===== src/rtl/fault_stop_pkg.sv =====
// constants, register map and state encoding of the fault-stop controller
package fault_stop_pkg;
   // clock rate and derived cycles per millisecond
   localparam int unsigned CLK_HZ = 20_000_000;
   localparam int unsigned MS_PER_S = 1000;
   localparam int unsigned CYC_PER_MS = CLK_HZ / MS_PER_S;
   ////////////////////////////////////////////////////////////////////////////
   // register word addresses
   localparam logic [3:0] ADDR_CL2_MODE = 4'h0;
   localparam logic [3:0] ADDR_CL3_MODE = 4'h1;
   localparam logic [3:0] ADDR_OT_MODE = 4'h2;
   localparam logic [3:0] ADDR_FAST_MS = 4'h3;
   localparam logic [3:0] ADDR_SLOW_MS = 4'h4;
   localparam logic [3:0] ADDR_RATED = 4'h5;
   localparam logic [3:0] ADDR_IRQ_STAT = 4'h6;
   localparam logic [3:0] ADDR_IRQ_MASK = 4'h7;
   localparam logic [3:0] ADDR_STATE = 4'h8;
   // values after reset
   localparam logic [15:0] RST_MODE = 16'h0000;
   localparam logic [15:0] RST_FAST_MS = 16'h01F4;
   localparam logic [15:0] RST_SLOW_MS = 16'h03E8;
   localparam logic [15:0] RST_RATED = 16'h0BB8;
   localparam logic [4:0] RST_IRQ = 5'h00;
   ////////////////////////////////////////////////////////////////////////////
   // stop-mode encoding
   localparam logic [15:0] MODE_COAST = 16'h0000;
   localparam logic [15:0] MODE_FAST_OFF = 16'h0001;
   localparam logic [15:0] MODE_SLOW_OFF = 16'h0002;
   localparam logic [15:0] MODE_FAST_KEEP = 16'h0003;
   localparam logic [15:0] MODE_SLOW_KEEP = 16'h0004;
   localparam logic [15:0] MODE_BRAKE = 16'h0005;
   // fault code class bounds
   localparam logic [9:0] CL1_LO = 10'h064;
   localparam logic [9:0] CL1_HI = 10'h0C7;
   localparam logic [9:0] CL2_LO = 10'h0C8;
   localparam logic [9:0] CL2_HI = 10'h257;
   localparam logic [9:0] CL3_LO = 10'h258;
   localparam logic [9:0] CL3_HI = 10'h3E7;
   // status bit positions
   localparam int unsigned IRQ_W = 5;
   localparam int unsigned B_CL1 = 0;
   localparam int unsigned B_CL2 = 1;
   localparam int unsigned B_CL3 = 2;
   localparam int unsigned B_OT = 3;
   localparam int unsigned B_DONE = 4;
   ////////////////////////////////////////////////////////////////////////////
   // stop sequence states
   typedef enum logic [2:0] {
      ST_RUN = 3'b000,
      ST_COAST = 3'b001,
      ST_RAMP = 3'b010,
      ST_BRAKE = 3'b011,
      ST_HOLD = 3'b100,
      ST_OFF = 3'b101
   } stop_state_t;
endpackage


===== src/rtl/fault_stop_ctrl.sv =====
// fault-stop controller: stop-mode registers, class decode and stop sequence
//
// Implementation choices: the address-and-strobe port and the placing of the registers.
module fault_stop_ctrl (
   // clock and reset
   input wire logic sys_clk_i,
   input wire logic sys_rst_i,
   // register port
   input wire logic [3:0] reg_addr_i,
   input wire logic [15:0] reg_wdata_i,
   input wire logic reg_wr_i,
   input wire logic reg_rd_i,
   output logic [15:0] reg_rdata_o,
   // fault report and drive inputs
   input wire logic fault_valid_i,
   input wire logic [9:0] fault_code_i,
   input wire logic overtravel_i,
   input wire logic drive_enable_i,
   input wire logic [15:0] motor_speed_i,
   // power stage controls
   output logic power_enable_o,
   output logic brake_current_en_o,
   output logic stop_active_o,
   output logic [2:0] stop_state_o,
   output logic [15:0] speed_ref_o,
   // interrupt
   output logic irq_o
);
   ////////////////////////////////////////////////////////////////////////////
   // registers
   logic [15:0] cl2_mode_q;
   logic [15:0] cl3_mode_q;
   logic [15:0] ot_mode_q;
   logic [15:0] fast_ms_q;
   logic [15:0] slow_ms_q;
   logic [15:0] rated_q;
   logic [4:0] irq_stat_q;
   logic [4:0] irq_stat_d;
   logic [4:0] irq_mask_q;
   logic [15:0] rdata_q;
   logic ot_s1_q;
   logic ot_s2_q;
   logic ot_s3_q;
   logic en_s1_q;
   logic en_s2_q;
   logic power_q;
   logic brake_q;
   logic active_q;
   logic irq_q;
   fault_stop_pkg::stop_state_t state_q;
   fault_stop_pkg::stop_state_t state_d;

   ////////////////////////////////////////////////////////////////////////////
   // register decode
   logic wr_cl2;
   logic wr_cl3;
   logic wr_ot;
   logic wr_fast;
   logic wr_slow;
   logic wr_rated;
   logic wr_stat;
   logic wr_mask;
   logic mode_ok;
   logic [15:0] rd_mux;
   assign wr_cl2 = reg_wr_i && reg_addr_i == fault_stop_pkg::ADDR_CL2_MODE;
   assign wr_cl3 = reg_wr_i && reg_addr_i == fault_stop_pkg::ADDR_CL3_MODE;
   assign wr_ot = reg_wr_i && reg_addr_i == fault_stop_pkg::ADDR_OT_MODE;
   assign wr_fast = reg_wr_i && reg_addr_i == fault_stop_pkg::ADDR_FAST_MS;
   assign wr_slow = reg_wr_i && reg_addr_i == fault_stop_pkg::ADDR_SLOW_MS;
   assign wr_rated = reg_wr_i && reg_addr_i == fault_stop_pkg::ADDR_RATED;
   assign wr_stat = reg_wr_i && reg_addr_i == fault_stop_pkg::ADDR_IRQ_STAT;
   assign wr_mask = reg_wr_i && reg_addr_i == fault_stop_pkg::ADDR_IRQ_MASK;
   // a mode outside 0..5 is refused and the old value kept
   assign mode_ok = reg_wdata_i <= fault_stop_pkg::MODE_BRAKE;

   // read selection, unmapped words read zero
   always_comb begin
      unique case (reg_addr_i)
         fault_stop_pkg::ADDR_CL2_MODE: rd_mux = cl2_mode_q;
         fault_stop_pkg::ADDR_CL3_MODE: rd_mux = cl3_mode_q;
         fault_stop_pkg::ADDR_OT_MODE: rd_mux = ot_mode_q;
         fault_stop_pkg::ADDR_FAST_MS: rd_mux = fast_ms_q;
         fault_stop_pkg::ADDR_SLOW_MS: rd_mux = slow_ms_q;
         fault_stop_pkg::ADDR_RATED: rd_mux = rated_q;
         fault_stop_pkg::ADDR_IRQ_STAT: rd_mux = {11'h000, irq_stat_q};
         fault_stop_pkg::ADDR_IRQ_MASK: rd_mux = {11'h000, irq_mask_q};
         fault_stop_pkg::ADDR_STATE: rd_mux = {13'h0, state_q};
         default: rd_mux = 16'h0000;
      endcase
   end

   // settings store; each takes effect on the next cycle
   always_ff @(posedge sys_clk_i) begin
      if (sys_rst_i) begin
         cl2_mode_q <= fault_stop_pkg::RST_MODE;
         cl3_mode_q <= fault_stop_pkg::RST_MODE;
         ot_mode_q <= fault_stop_pkg::RST_MODE;
         fast_ms_q <= fault_stop_pkg::RST_FAST_MS;
         slow_ms_q <= fault_stop_pkg::RST_SLOW_MS;
         rated_q <= fault_stop_pkg::RST_RATED;
         irq_mask_q <= fault_stop_pkg::RST_IRQ;
      end else begin
         if (wr_cl2 && mode_ok) cl2_mode_q <= reg_wdata_i;
         if (wr_cl3 && mode_ok) cl3_mode_q <= reg_wdata_i;
         if (wr_ot && mode_ok) ot_mode_q <= reg_wdata_i;
         if (wr_fast) fast_ms_q <= reg_wdata_i;
         if (wr_slow) slow_ms_q <= reg_wdata_i;
         if (wr_rated) rated_q <= reg_wdata_i;
         if (wr_mask) irq_mask_q <= reg_wdata_i[4:0];
      end
   end

   // read data stands only in the cycle after the strobe
   always_ff @(posedge sys_clk_i) begin
      if (sys_rst_i) rdata_q <= 16'h0000;
      else rdata_q <= reg_rd_i ? rd_mux : 16'h0000;
   end

   ////////////////////////////////////////////////////////////////////////////
   // pin synchronisers
   always_ff @(posedge sys_clk_i) begin
      if (sys_rst_i) begin
         ot_s1_q <= 1'b0;
         ot_s2_q <= 1'b0;
         ot_s3_q <= 1'b0;
         en_s1_q <= 1'b0;
         en_s2_q <= 1'b0;
      end else begin
         ot_s1_q <= overtravel_i;
         ot_s2_q <= ot_s1_q;
         ot_s3_q <= ot_s2_q;
         en_s1_q <= drive_enable_i;
         en_s2_q <= en_s1_q;
      end
   end

   ////////////////////////////////////////////////////////////////////////////
   // fault classification and event bits
   logic is_cl1;
   logic is_cl2;
   logic is_cl3;
   logic ot_hit;
   logic done_ev;
   logic [4:0] set_vec;
   assign is_cl1 = fault_valid_i && fault_code_i >= fault_stop_pkg::CL1_LO
      && fault_code_i <= fault_stop_pkg::CL1_HI;
   assign is_cl2 = fault_valid_i && fault_code_i >= fault_stop_pkg::CL2_LO
      && fault_code_i <= fault_stop_pkg::CL2_HI;
   assign is_cl3 = fault_valid_i && fault_code_i >= fault_stop_pkg::CL3_LO
      && fault_code_i <= fault_stop_pkg::CL3_HI;
   // a limit counts only when reached with the motor turning
   assign ot_hit = ot_s2_q && !ot_s3_q && state_q == fault_stop_pkg::ST_RUN
      && motor_speed_i != 16'h0000;
   assign set_vec = {done_ev, ot_hit, is_cl3, is_cl2, is_cl1};
   // write one clears, a new event in the same cycle wins
   assign irq_stat_d = (irq_stat_q & ~(wr_stat ? reg_wdata_i[4:0] : 5'h00)) | set_vec;

   // sticky status
   always_ff @(posedge sys_clk_i) begin
      if (sys_rst_i) irq_stat_q <= fault_stop_pkg::RST_IRQ;
      else irq_stat_q <= irq_stat_d;
   end

   ////////////////////////////////////////////////////////////////////////////
   // stop cause selection, most severe first
   logic c1;
   logic c2;
   logic c3;
   logic ot;
   logic stop_any;
   logic [15:0] sel_mode;
   logic coast_sel;
   logic brake_sel;
   logic keep_sel;
   logic fast_sel;
   logic [15:0] sel_ms;
   logic ramp_zero;
   logic ramp_load;
   logic [15:0] ramp_speed;
   logic motor_zero;
   assign c1 = irq_stat_q[fault_stop_pkg::B_CL1];
   assign c2 = irq_stat_q[fault_stop_pkg::B_CL2];
   assign c3 = irq_stat_q[fault_stop_pkg::B_CL3];
   assign ot = ot_s2_q;
   assign stop_any = c1 || c2 || c3 || ot;
   // class II outranks over-travel, which outranks class III
   assign sel_mode = c2 ? cl2_mode_q : (ot ? ot_mode_q : cl3_mode_q);
   assign coast_sel = c1 || sel_mode == fault_stop_pkg::MODE_COAST;
   assign brake_sel = sel_mode == fault_stop_pkg::MODE_BRAKE;
   assign keep_sel = sel_mode == fault_stop_pkg::MODE_FAST_KEEP
      || sel_mode == fault_stop_pkg::MODE_SLOW_KEEP;
   assign fast_sel = sel_mode == fault_stop_pkg::MODE_FAST_OFF
      || sel_mode == fault_stop_pkg::MODE_FAST_KEEP;
   // live time setting feeds the ramp, so a rewrite bends it mid-stop
   assign sel_ms = fast_sel ? fast_ms_q : slow_ms_q;
   assign motor_zero = motor_speed_i == 16'h0000;
   // the ramp starts from the speed at the moment the stop begins, and tracks
   // the shaft while braking so a switch back to a ramp starts from the real speed
   assign ramp_load = stop_any && (state_q == fault_stop_pkg::ST_RUN
      || state_q == fault_stop_pkg::ST_BRAKE);

   decel_ramp u_ramp (
      .sys_clk_i(sys_clk_i),
      .sys_rst_i(sys_rst_i),
      .load_i(ramp_load),
      .en_i(state_q == fault_stop_pkg::ST_RAMP),
      .start_speed_i(motor_speed_i),
      .rated_speed_i(rated_q),
      .decel_ms_i(sel_ms),
      .speed_o(ramp_speed),
      .zero_o(ramp_zero)
   );

   ////////////////////////////////////////////////////////////////////////////
   // stop sequence; mode changes are followed from ramp and brake, a hold leaving the keep modes goes to off
   always_comb begin
      state_d = state_q;
      if (!stop_any) begin
         state_d = fault_stop_pkg::ST_RUN;
      end else begin
         unique case (state_q)
            fault_stop_pkg::ST_RUN: begin
               if (coast_sel) state_d = fault_stop_pkg::ST_COAST;
               else if (brake_sel) state_d = fault_stop_pkg::ST_BRAKE;
               else state_d = fault_stop_pkg::ST_RAMP;
            end
            fault_stop_pkg::ST_RAMP: begin
               if (coast_sel) state_d = fault_stop_pkg::ST_COAST;
               else if (brake_sel) state_d = fault_stop_pkg::ST_BRAKE;
               else if (ramp_zero && keep_sel) state_d = fault_stop_pkg::ST_HOLD;
               else if (ramp_zero) state_d = fault_stop_pkg::ST_OFF;
            end
            fault_stop_pkg::ST_BRAKE: begin
               if (coast_sel) state_d = fault_stop_pkg::ST_COAST;
               else if (!brake_sel) state_d = fault_stop_pkg::ST_RAMP;
               else if (motor_zero) state_d = fault_stop_pkg::ST_OFF;
            end
            fault_stop_pkg::ST_HOLD: begin
               // the outside controller ends the hold by dropping enable
               if (coast_sel || !keep_sel || !en_s2_q) state_d = fault_stop_pkg::ST_OFF;
            end
            fault_stop_pkg::ST_COAST: begin
               if (motor_zero) state_d = fault_stop_pkg::ST_OFF;
            end
            fault_stop_pkg::ST_OFF: state_d = fault_stop_pkg::ST_OFF;
            default: state_d = fault_stop_pkg::ST_OFF;
         endcase
      end
   end

   // stop reached: entry into off or hold, except off reached from coast
   assign done_ev = (state_d == fault_stop_pkg::ST_OFF || state_d == fault_stop_pkg::ST_HOLD)
      && state_q != state_d && state_q != fault_stop_pkg::ST_COAST;

   // state and registered outputs
   always_ff @(posedge sys_clk_i) begin
      if (sys_rst_i) begin
         state_q <= fault_stop_pkg::ST_RUN;
         power_q <= 1'b0;
         brake_q <= 1'b0;
         active_q <= 1'b0;
         irq_q <= 1'b0;
      end else begin
         state_q <= state_d;
         power_q <= state_d == fault_stop_pkg::ST_RUN ? en_s2_q :
            (state_d == fault_stop_pkg::ST_RAMP || state_d == fault_stop_pkg::ST_BRAKE
             || state_d == fault_stop_pkg::ST_HOLD);
         brake_q <= state_d == fault_stop_pkg::ST_BRAKE;
         active_q <= state_d != fault_stop_pkg::ST_RUN;
         irq_q <= |(irq_stat_d & irq_mask_q);
      end
   end

   assign reg_rdata_o = rdata_q;
   assign power_enable_o = power_q;
   assign brake_current_en_o = brake_q;
   assign stop_active_o = active_q;
   assign stop_state_o = state_q;
   assign speed_ref_o = ramp_speed;
   assign irq_o = irq_q;
endmodule


===== src/rtl/decel_ramp.sv =====
// linear speed ramp from a start speed down to zero
module decel_ramp (
   // clock and reset
   input wire logic sys_clk_i,
   input wire logic sys_rst_i,
   // control
   input wire logic load_i,
   input wire logic en_i,
   input wire logic [15:0] start_speed_i,
   input wire logic [15:0] rated_speed_i,
   input wire logic [15:0] decel_ms_i,
   // ramp state
   output logic [15:0] speed_o,
   output logic zero_o
);
   logic [15:0] speed_q;
   logic [31:0] acc_q;
   logic [31:0] total;
   logic [31:0] sum;
   logic step;

   // rated speed is shed over total cycles, so a lower start speed ends sooner
   assign total = 32'(decel_ms_i) * 32'(fault_stop_pkg::CYC_PER_MS);
   assign sum = acc_q + 32'(rated_speed_i);
   assign step = sum >= total;
   assign speed_o = speed_q;
   assign zero_o = speed_q == 16'h0000;

   // one count at most per cycle; acc stays below total while rated is at most total, and sum cannot wrap
   always_ff @(posedge sys_clk_i) begin
      if (sys_rst_i || load_i) begin
         speed_q <= sys_rst_i ? 16'h0000 : start_speed_i;
         acc_q <= 32'h0000_0000;
      end else if (en_i) begin
         if (total == 32'h0000_0000 || zero_o) begin
            speed_q <= 16'h0000; // zero time stops at once
         end else if (step) begin
            speed_q <= speed_q - 16'h0001;
            acc_q <= sum - total;
         end else begin
            acc_q <= sum;
         end
      end
   end
endmodule


===== config.mk =====
export PLATFORM = sky130hd
export DESIGN_NAME = fault_stop_ctrl
export DESIGN_NICKNAME = d
export VERILOG_FILES = /design/src/rtl/fault_stop_pkg.sv /design/src/rtl/fault_stop_ctrl.sv /design/src/rtl/decel_ramp.sv
export SDC_FILE = /design/constraint.sdc
export NUM_CORES = 1
export LEC_CHECK = 0
export BUFFER_PORTS_ARGS = -buffer_cell sky130_fd_sc_hd__buf_2
export CAP_MARGIN = 20
export CORE_MARGIN = 2
export CORE_UTILIZATION = 50
export DETAILED_ROUTE_END_ITERATION = 16
export PLACE_DENSITY_LB_ADDON = 0.25
export SLEW_MARGIN = 40
export SYNTH_ARGS = -nofsm -noshare
export SYNTH_HDL_FRONTEND = slang
export SYNTH_HIERARCHICAL = 1
export SYNTH_SLANG_ARGS = --single-unit

===== constraint.sdc =====
create_clock -name sys_clk_i -period 23.5 [get_ports sys_clk_i]
set_input_delay 3.525 -clock sys_clk_i [delete_from_list [all_inputs] [get_ports sys_clk_i]]
set_output_delay 3.525 -clock sys_clk_i [all_outputs]
set_load 0.02 [all_outputs]

### After elaboration in Yosys (flattened, before gate mapping)

Index checks and enable logic that the tools add are counted.

| storage, ports and cells | value |
|---|---|
| word-level logic and storage cells | 141 |
| output and inout bits | 39 |
| register bits | 182 |

| operators by class | value |
|---|---|
| multiplexer cells | 24 |
| equality and inequality tests | 22 |
| add/sub/neg operators | 3 |
| multiply operators | 1 |
| bitwise operators | 6 |
| order comparisons | 8 |
| reductions and logical operators | 56 |

Operator list:

| kind | number |
|---|---|
| $pmux W16 S9 | 1 |
| $mux W16 | 8 |
| $logic_not A16 Y1 | 3 |
| $add A32 B16 Y32 | 1 |
| $eq A16 B3 Y1 const B | 2 |
| $ge A32 B31 Y1 | 1 |
| $logic_not A32 Y1 | 1 |
| $mux W32 | 1 |
| $sub A32 B31 Y32 | 1 |
| $mux W3 | 9 |
| $mul A16 B10 Y26 const B | 1 |
| $logic_and A1 B1 Y1 | 24 |
| $le A10 B10 Y1 const B | 2 |
| $eq A16 B1 Y1 const B | 1 |
| $eq A16 B2 Y1 const B | 1 |
| $eq A4 B3 Y1 const B | 4 |
| $le A16 B3 Y1 const B | 1 |
| $reduce_bool A16 Y1 | 1 |
| $sub A16 B1 Y16 const B | 1 |
| $pmux W3 S5 | 1 |
| $logic_or A1 B1 Y1 | 14 |
| $eq A3 B2 Y1 const B | 4 |
| $and A5 B5 Y5 | 2 |
| $ge A10 B10 Y1 const B | 1 |
| other kinds (24) | 34 |

### Longest topological paths before layout

| depth | value |
|---|---|
| word-level depth | 17 |
| mapped depth | 35 |
| depth with buffers taken out | 31 |

### Cells and area by module

Netlist, hierarchy kept.

Modules (own cells, without submodules):

| module | instances | sequential area each (µm²) | cells each | area each (µm²) |
|---|---|---|---|---|
| decel_ramp | 1 | 1121.1 | 889 | 7362.1 |
| fault_stop_ctrl | 1 | 2682.6 | 637 | 5580.4 |

### Worst setup path before layout

Ideal clock, no wire load.

| timing path | value |
|---|---|
| path kind | register to register |
| from | register ot_s2_q (netlist: ot) |
| to | register u_ramp.speed_q[0] (netlist: u_ramp/speed_o[0]), enable pin |
| arrival | 7.573 ns |
| stages on the path, launching flop included | 31 |
| buffers on the path | 2 |
| setup time | 0.314 ns |
| path slack | 15.613 ns |
| cell sequence | dfxtp_1 -> buf_2 -> or2b_2 -> nand3b_1 -> and3_1 -> nor2_2 -> nand2_2 -> buf_2 -> mux2_2 -> fa_1 -> ha_1 -> fa_1 -> ha_1 -> fa_1 -> ha_1 -> a2111oi_2 -> a211oi_1 -> o21a_1 -> or3_1 -> nand2_1 -> ha_1 -> a21oi_1 -> o21ai_0 -> a21oi_1 -> o211ai_1 -> o21ai_1 -> o21a_1 -> a21oi_1 -> nor2_1 -> nand3_1 -> a21o_1 |

| between the ends | value |
|---|---|
| cells in the longest elaborated chain, start to end | 10 |
| elaborated cells between the ends (all ways) | 16 |
| those cells by class | 1 x mul; 1 x order compare; 2 x eq/ne; 3 x mux; 9 x reduce/logical |

Ends and longest elaborated chain:

| item | line | text |
|---|---|---|
| from (decl) | fault_stop_ctrl.sv:42 | `logic ot_s2_q;` |
| from (signal assigned) | fault_stop_ctrl.sv:130 | `ot_s2_q <= ot_s1_q;` |
| $mux W16 (*) (2 in a row) | fault_stop_ctrl.sv:187 | `assign sel_mode = c2 ? cl2_mode_q : (ot ? ot_mode_q : cl3_mode_q);` |
| $eq A16 B1 Y1 or $eq A16 B2 Y1 (tied branches) | fault_stop_ctrl.sv:192, fault_stop_ctrl.sv:193 |  |
| $logic_or A1 B1 Y1 (*) | fault_stop_ctrl.sv:193 | `\|\| sel_mode == fault_stop_pkg::MODE_FAST_KEEP;` |
| $mux W16 (*) | fault_stop_ctrl.sv:195 | `assign sel_ms = fast_sel ? fast_ms_q : slow_ms_q;` |
| named net sel_ms[5] | fault_stop_ctrl.sv:176 | `logic [15:0] sel_ms;` |
| $mul A16 B10 Y26 (*) | decel_ramp.sv:23 | `assign total = 32'(decel_ms_i) * 32'(fault_stop_pkg::CYC_PER_MS);` |
| branches (longest 2 deep; another with $ge A32 B31 Y1) | -- |  |
| $reduce_bool A3 Y1 (no line) (*) | -- |  |
| $reduce_and A2 Y1 (no line) (*) | -- |  |
| to (signal assigned) | decel_ramp.sv:32 | `speed_q <= sys_rst_i ? 16'h0000 : start_speed_i;` |
| to (signal assigned) | decel_ramp.sv:38 | `speed_q <= speed_q - 16'h0001;` |
| to (decl) | decel_ramp.sv:16 | `logic [15:0] speed_q;` |

Mark *: on every way through the listed nets, which the timed path passes.
A chain may end at the register's enable or synchronous reset.

### Final worst setup path

| timing path | value |
|---|---|
| from | register ot_s2_q (netlist: ot) |
| to | register u_ramp.speed_q[13] (netlist: u_ramp/speed_o[13]), enable pin |

Same word-level chain as after synthesis.

==> run summary <==
Fmax: 104 MHz
Synth Flop Type: dfxtp_1
Num CTS Buffers: 17
Synth Net Count: 1732
Core footprint: 25300 um2
Port Buffers: 89
Synth Area per Inst: 8.48 um2
Initial antenna violation count: 0
Most frequent cells in the layout: nand2_1 (215), dfxtp_1 (166), ha_1 (116)
Final nets: 1792
First-pass GRT wire length: 57300 um
Cell variety after synth: 88
Vias in the first global route: 11000
Gr ovfl total: 0
Number of hold buffers added after cts: 0
Cts repair resizes: 0
Ys async rst share: 0%
Drt total wl: 35600 um
Maximum vdd drop: 41.3 uV
Most common cell after layout, fill and taps aside: nand2_1
Hold Path Sink: en_s2_q
Die extent in y: 165 um
Routability cong.: 0.894
Slowest CP cell: dfxtp_1
Hold depth: 1
CTS root buffer: clkbuf_16
Hold Path Origin: en_s1_q
Power per cell area: 64.6 nW/um2
Worst-Skew Late Latency: 0.44 ns
Wire length per cell: 18.5 um
Synth Instances: 1526
CP arrival: 9.72 ns
DRT iter0 DRCs: 1074
Io pins: 92
Hold Path Class: register to register
Residual DRC: 0
First-pass DRT Iterations: 6
Dpl ws: 13.95 ns
Ant diodes: 0
Setup TNS: 0 ns
Worst r2r dst: u_ramp/speed_o[13]
RSZ-0062 raised after global routing: false
Flops & latches, synth: 182
Critical path class: register to register
Yosys top cell area share: 25.7%
Finish-stage setup viols: 0
Chip Width: 165 um
Rows: 58
Yosys top cell by area: dfxtp_1
Largest net degree at the start of global routing: 64
Critical Path RT: 23.57 ns
YS warnings: 6
TritonCTS clock tree: built
Post-route setup slack: 13.85 ns
Fin. max-slew vios: 0
Seq/Total Area, Yosys: 29.4%
CP most frequent cell: ha_1
Worst-path clk slew: 0.07 ns
Gr usage total: 26.7%
Design area: 14300 um2
Most area-consuming cells after synthesis: dfxtp_1 (26%), ha_1 (11%), nand2_1 (6.3%)
Number of flops mapped to enable cells by yosys: 16
Setup Fix Bufs, Post-CTS: 0
Flop2flop setup slack: 13.85 ns
R2R Path Start: ot
CTS sink cnt: 182
Post-detail-place hpwl: 26700 um
Htree depth: 4
Antenna Violating Nets Remaining: 0
Leak: 6.14 nW
Initial core utilization: 51.1%
Layout cells sized above 1: 12.3%
Post-layout minimum cycle time: 9.65 ns
Vias per inst: 6.04
CTS Buffer Depth: 2
Clk_skew: 0.0146 ns
Routed via count: 11600
Fin crit share: 41.1%
Relative slew slack: 42.1%
Cell area after synthesis: 12900 um2
Max Cap Viol: 0
Type of origin of the critical path: register
Die area: 27200 um2
P&R area growth vs syn: 10.5%
Hold Vio Cnt, Final: 0
Worst-margin pin slew: 0.868 ns
Filler Cell Count: 2298
Status: complete, no violations
CP Max Fanout: 16
Critical Path End Type: register
R2R cell count: 31
Critical path's largest stage delay: 0.66 ns
Placement Cell Area: 13700 um2
## routing by layer
layer	wire (um)	global-route usage [%]	vias to the layer above
li1	-	-	5623
met1	15900	35.4	5547
met2	16700	45.3	422
met3	2200	3.34	52
met4	733	8.34	0
met5	0	0	-
## sequential cells by signal (all words and copies together) (netlist names), 16 cells and up
signal          cells
cl2_mode_q         16
cl3_mode_q         16
fast_ms_q          16
ot_mode_q          16
rated_q            16
reg_rdata_o        16
slow_ms_q          16
u_ramp/acc_q       32
u_ramp/speed_o     16
## how the worst max path moves through the flow
stage / start / end / slack [ns] / cells after the start
4_1_cts: ot / u_ramp/speed_o[13] / 13.91 / 31
3_5_place_dp: ot / u_ramp/speed_o[3] / 13.95 / 31
3_3_place_gp: ot / u_ramp/speed_o[0] / 13.97 / 28
6_report: ot / u_ramp/speed_o[13] / 13.85 / 31
5_1_grt: ot / u_ramp/speed_o[13] / 13.24 / 28
2_1_floorplan: ot / u_ramp/speed_o[0] / 15.61 / 30
## synthesized netlist by cell type (6+ instances only)
cell,n
nand2b_1,15
or2_2,9
mux2i_1,28
edfxtp_1,16
a21oi_1,113
a211oi_1,10
a222oi_1,25
o21ai_0,75
mux2_2,22
nor2_1,74
o22ai_1,8
o21a_1,18
o21bai_1,6
xor2_1,36
and3_1,18
nand2_1,216
inv_1,80
nand4_1,13
clkbuf_1,46
dfxtp_1,166
nand3_1,45
and2_1,45
nor4_1,24
nor2b_1,19
buf_2,7
nor3_1,34
fa_1,37
ha_1,116
a31oi_1,27
xnor2_1,38
o31ai_1,9
a21o_1,19
or3_1,11
## critical path: cells and delay by family (launching register included)
family	cells	cell delay (ns)
adder cells (fa/ha/maj)	7	2.72
AO/OA/AOI/OAI	5	1.62
multiplexers	2	0.62
buffers and inverters	3	0.15
AND/OR/NAND/NOR	14	3.47
flip-flops	1	0.66
## per-stage QoR
stage,hold slack [ns],power [mW],cells,utilization (%)
after detailed placement,0.450,0.624,1897,54.0
after floorplan,0.414,0.553,1526,-
after global routing,0.471,0.975,1929,56.5
final,0.460,0.925,1929,56.5
after CTS,0.462,0.926,1929,56.4
after global placement,0.432,0.620,1895,53.9
## cell families (layout without fill, tap and decap cells)
logic type,count (synthesis),in the layout,synth area share [%]
and+or+nand+nor,548,548,20.5
DFF,182,182,29.4
AOI/OAI and AO/OA,377,377,19.4
buffers and inverters,140,213,4.37
xor gates and xnor gates,75,75,5.13
muxes,51,51,4.25
adders and majority gates,153,153,16.9
## cell type report
| type | instances | area, um2 | area share, % |
|---|---|---|---|
| Clock inverter | 14 | 184 | 1.29 |
| Clock buffer | 18 | 439 | 3.07 |
| Timing Repair Buffer | 101 | 543 | 3.80 |
| Sequential cell | 182 | 3800 | 26.6 |
| Inverter | 80 | 300 | 2.10 |
| Tap cell | 330 | 413 | 2.89 |
| Multi-Input combinational cell | 1204 | 8620 | 60.3 |
## report_power, final
| part | internal [mW] | switching (mW) |
|---|---|---|
| logic | 0.107 | 0.174 |
| registers | 0.327 | 0.0136 |
| clock network | 0.165 | 0.137 |
No activity file was read; power rests on OpenSTA's default activity.
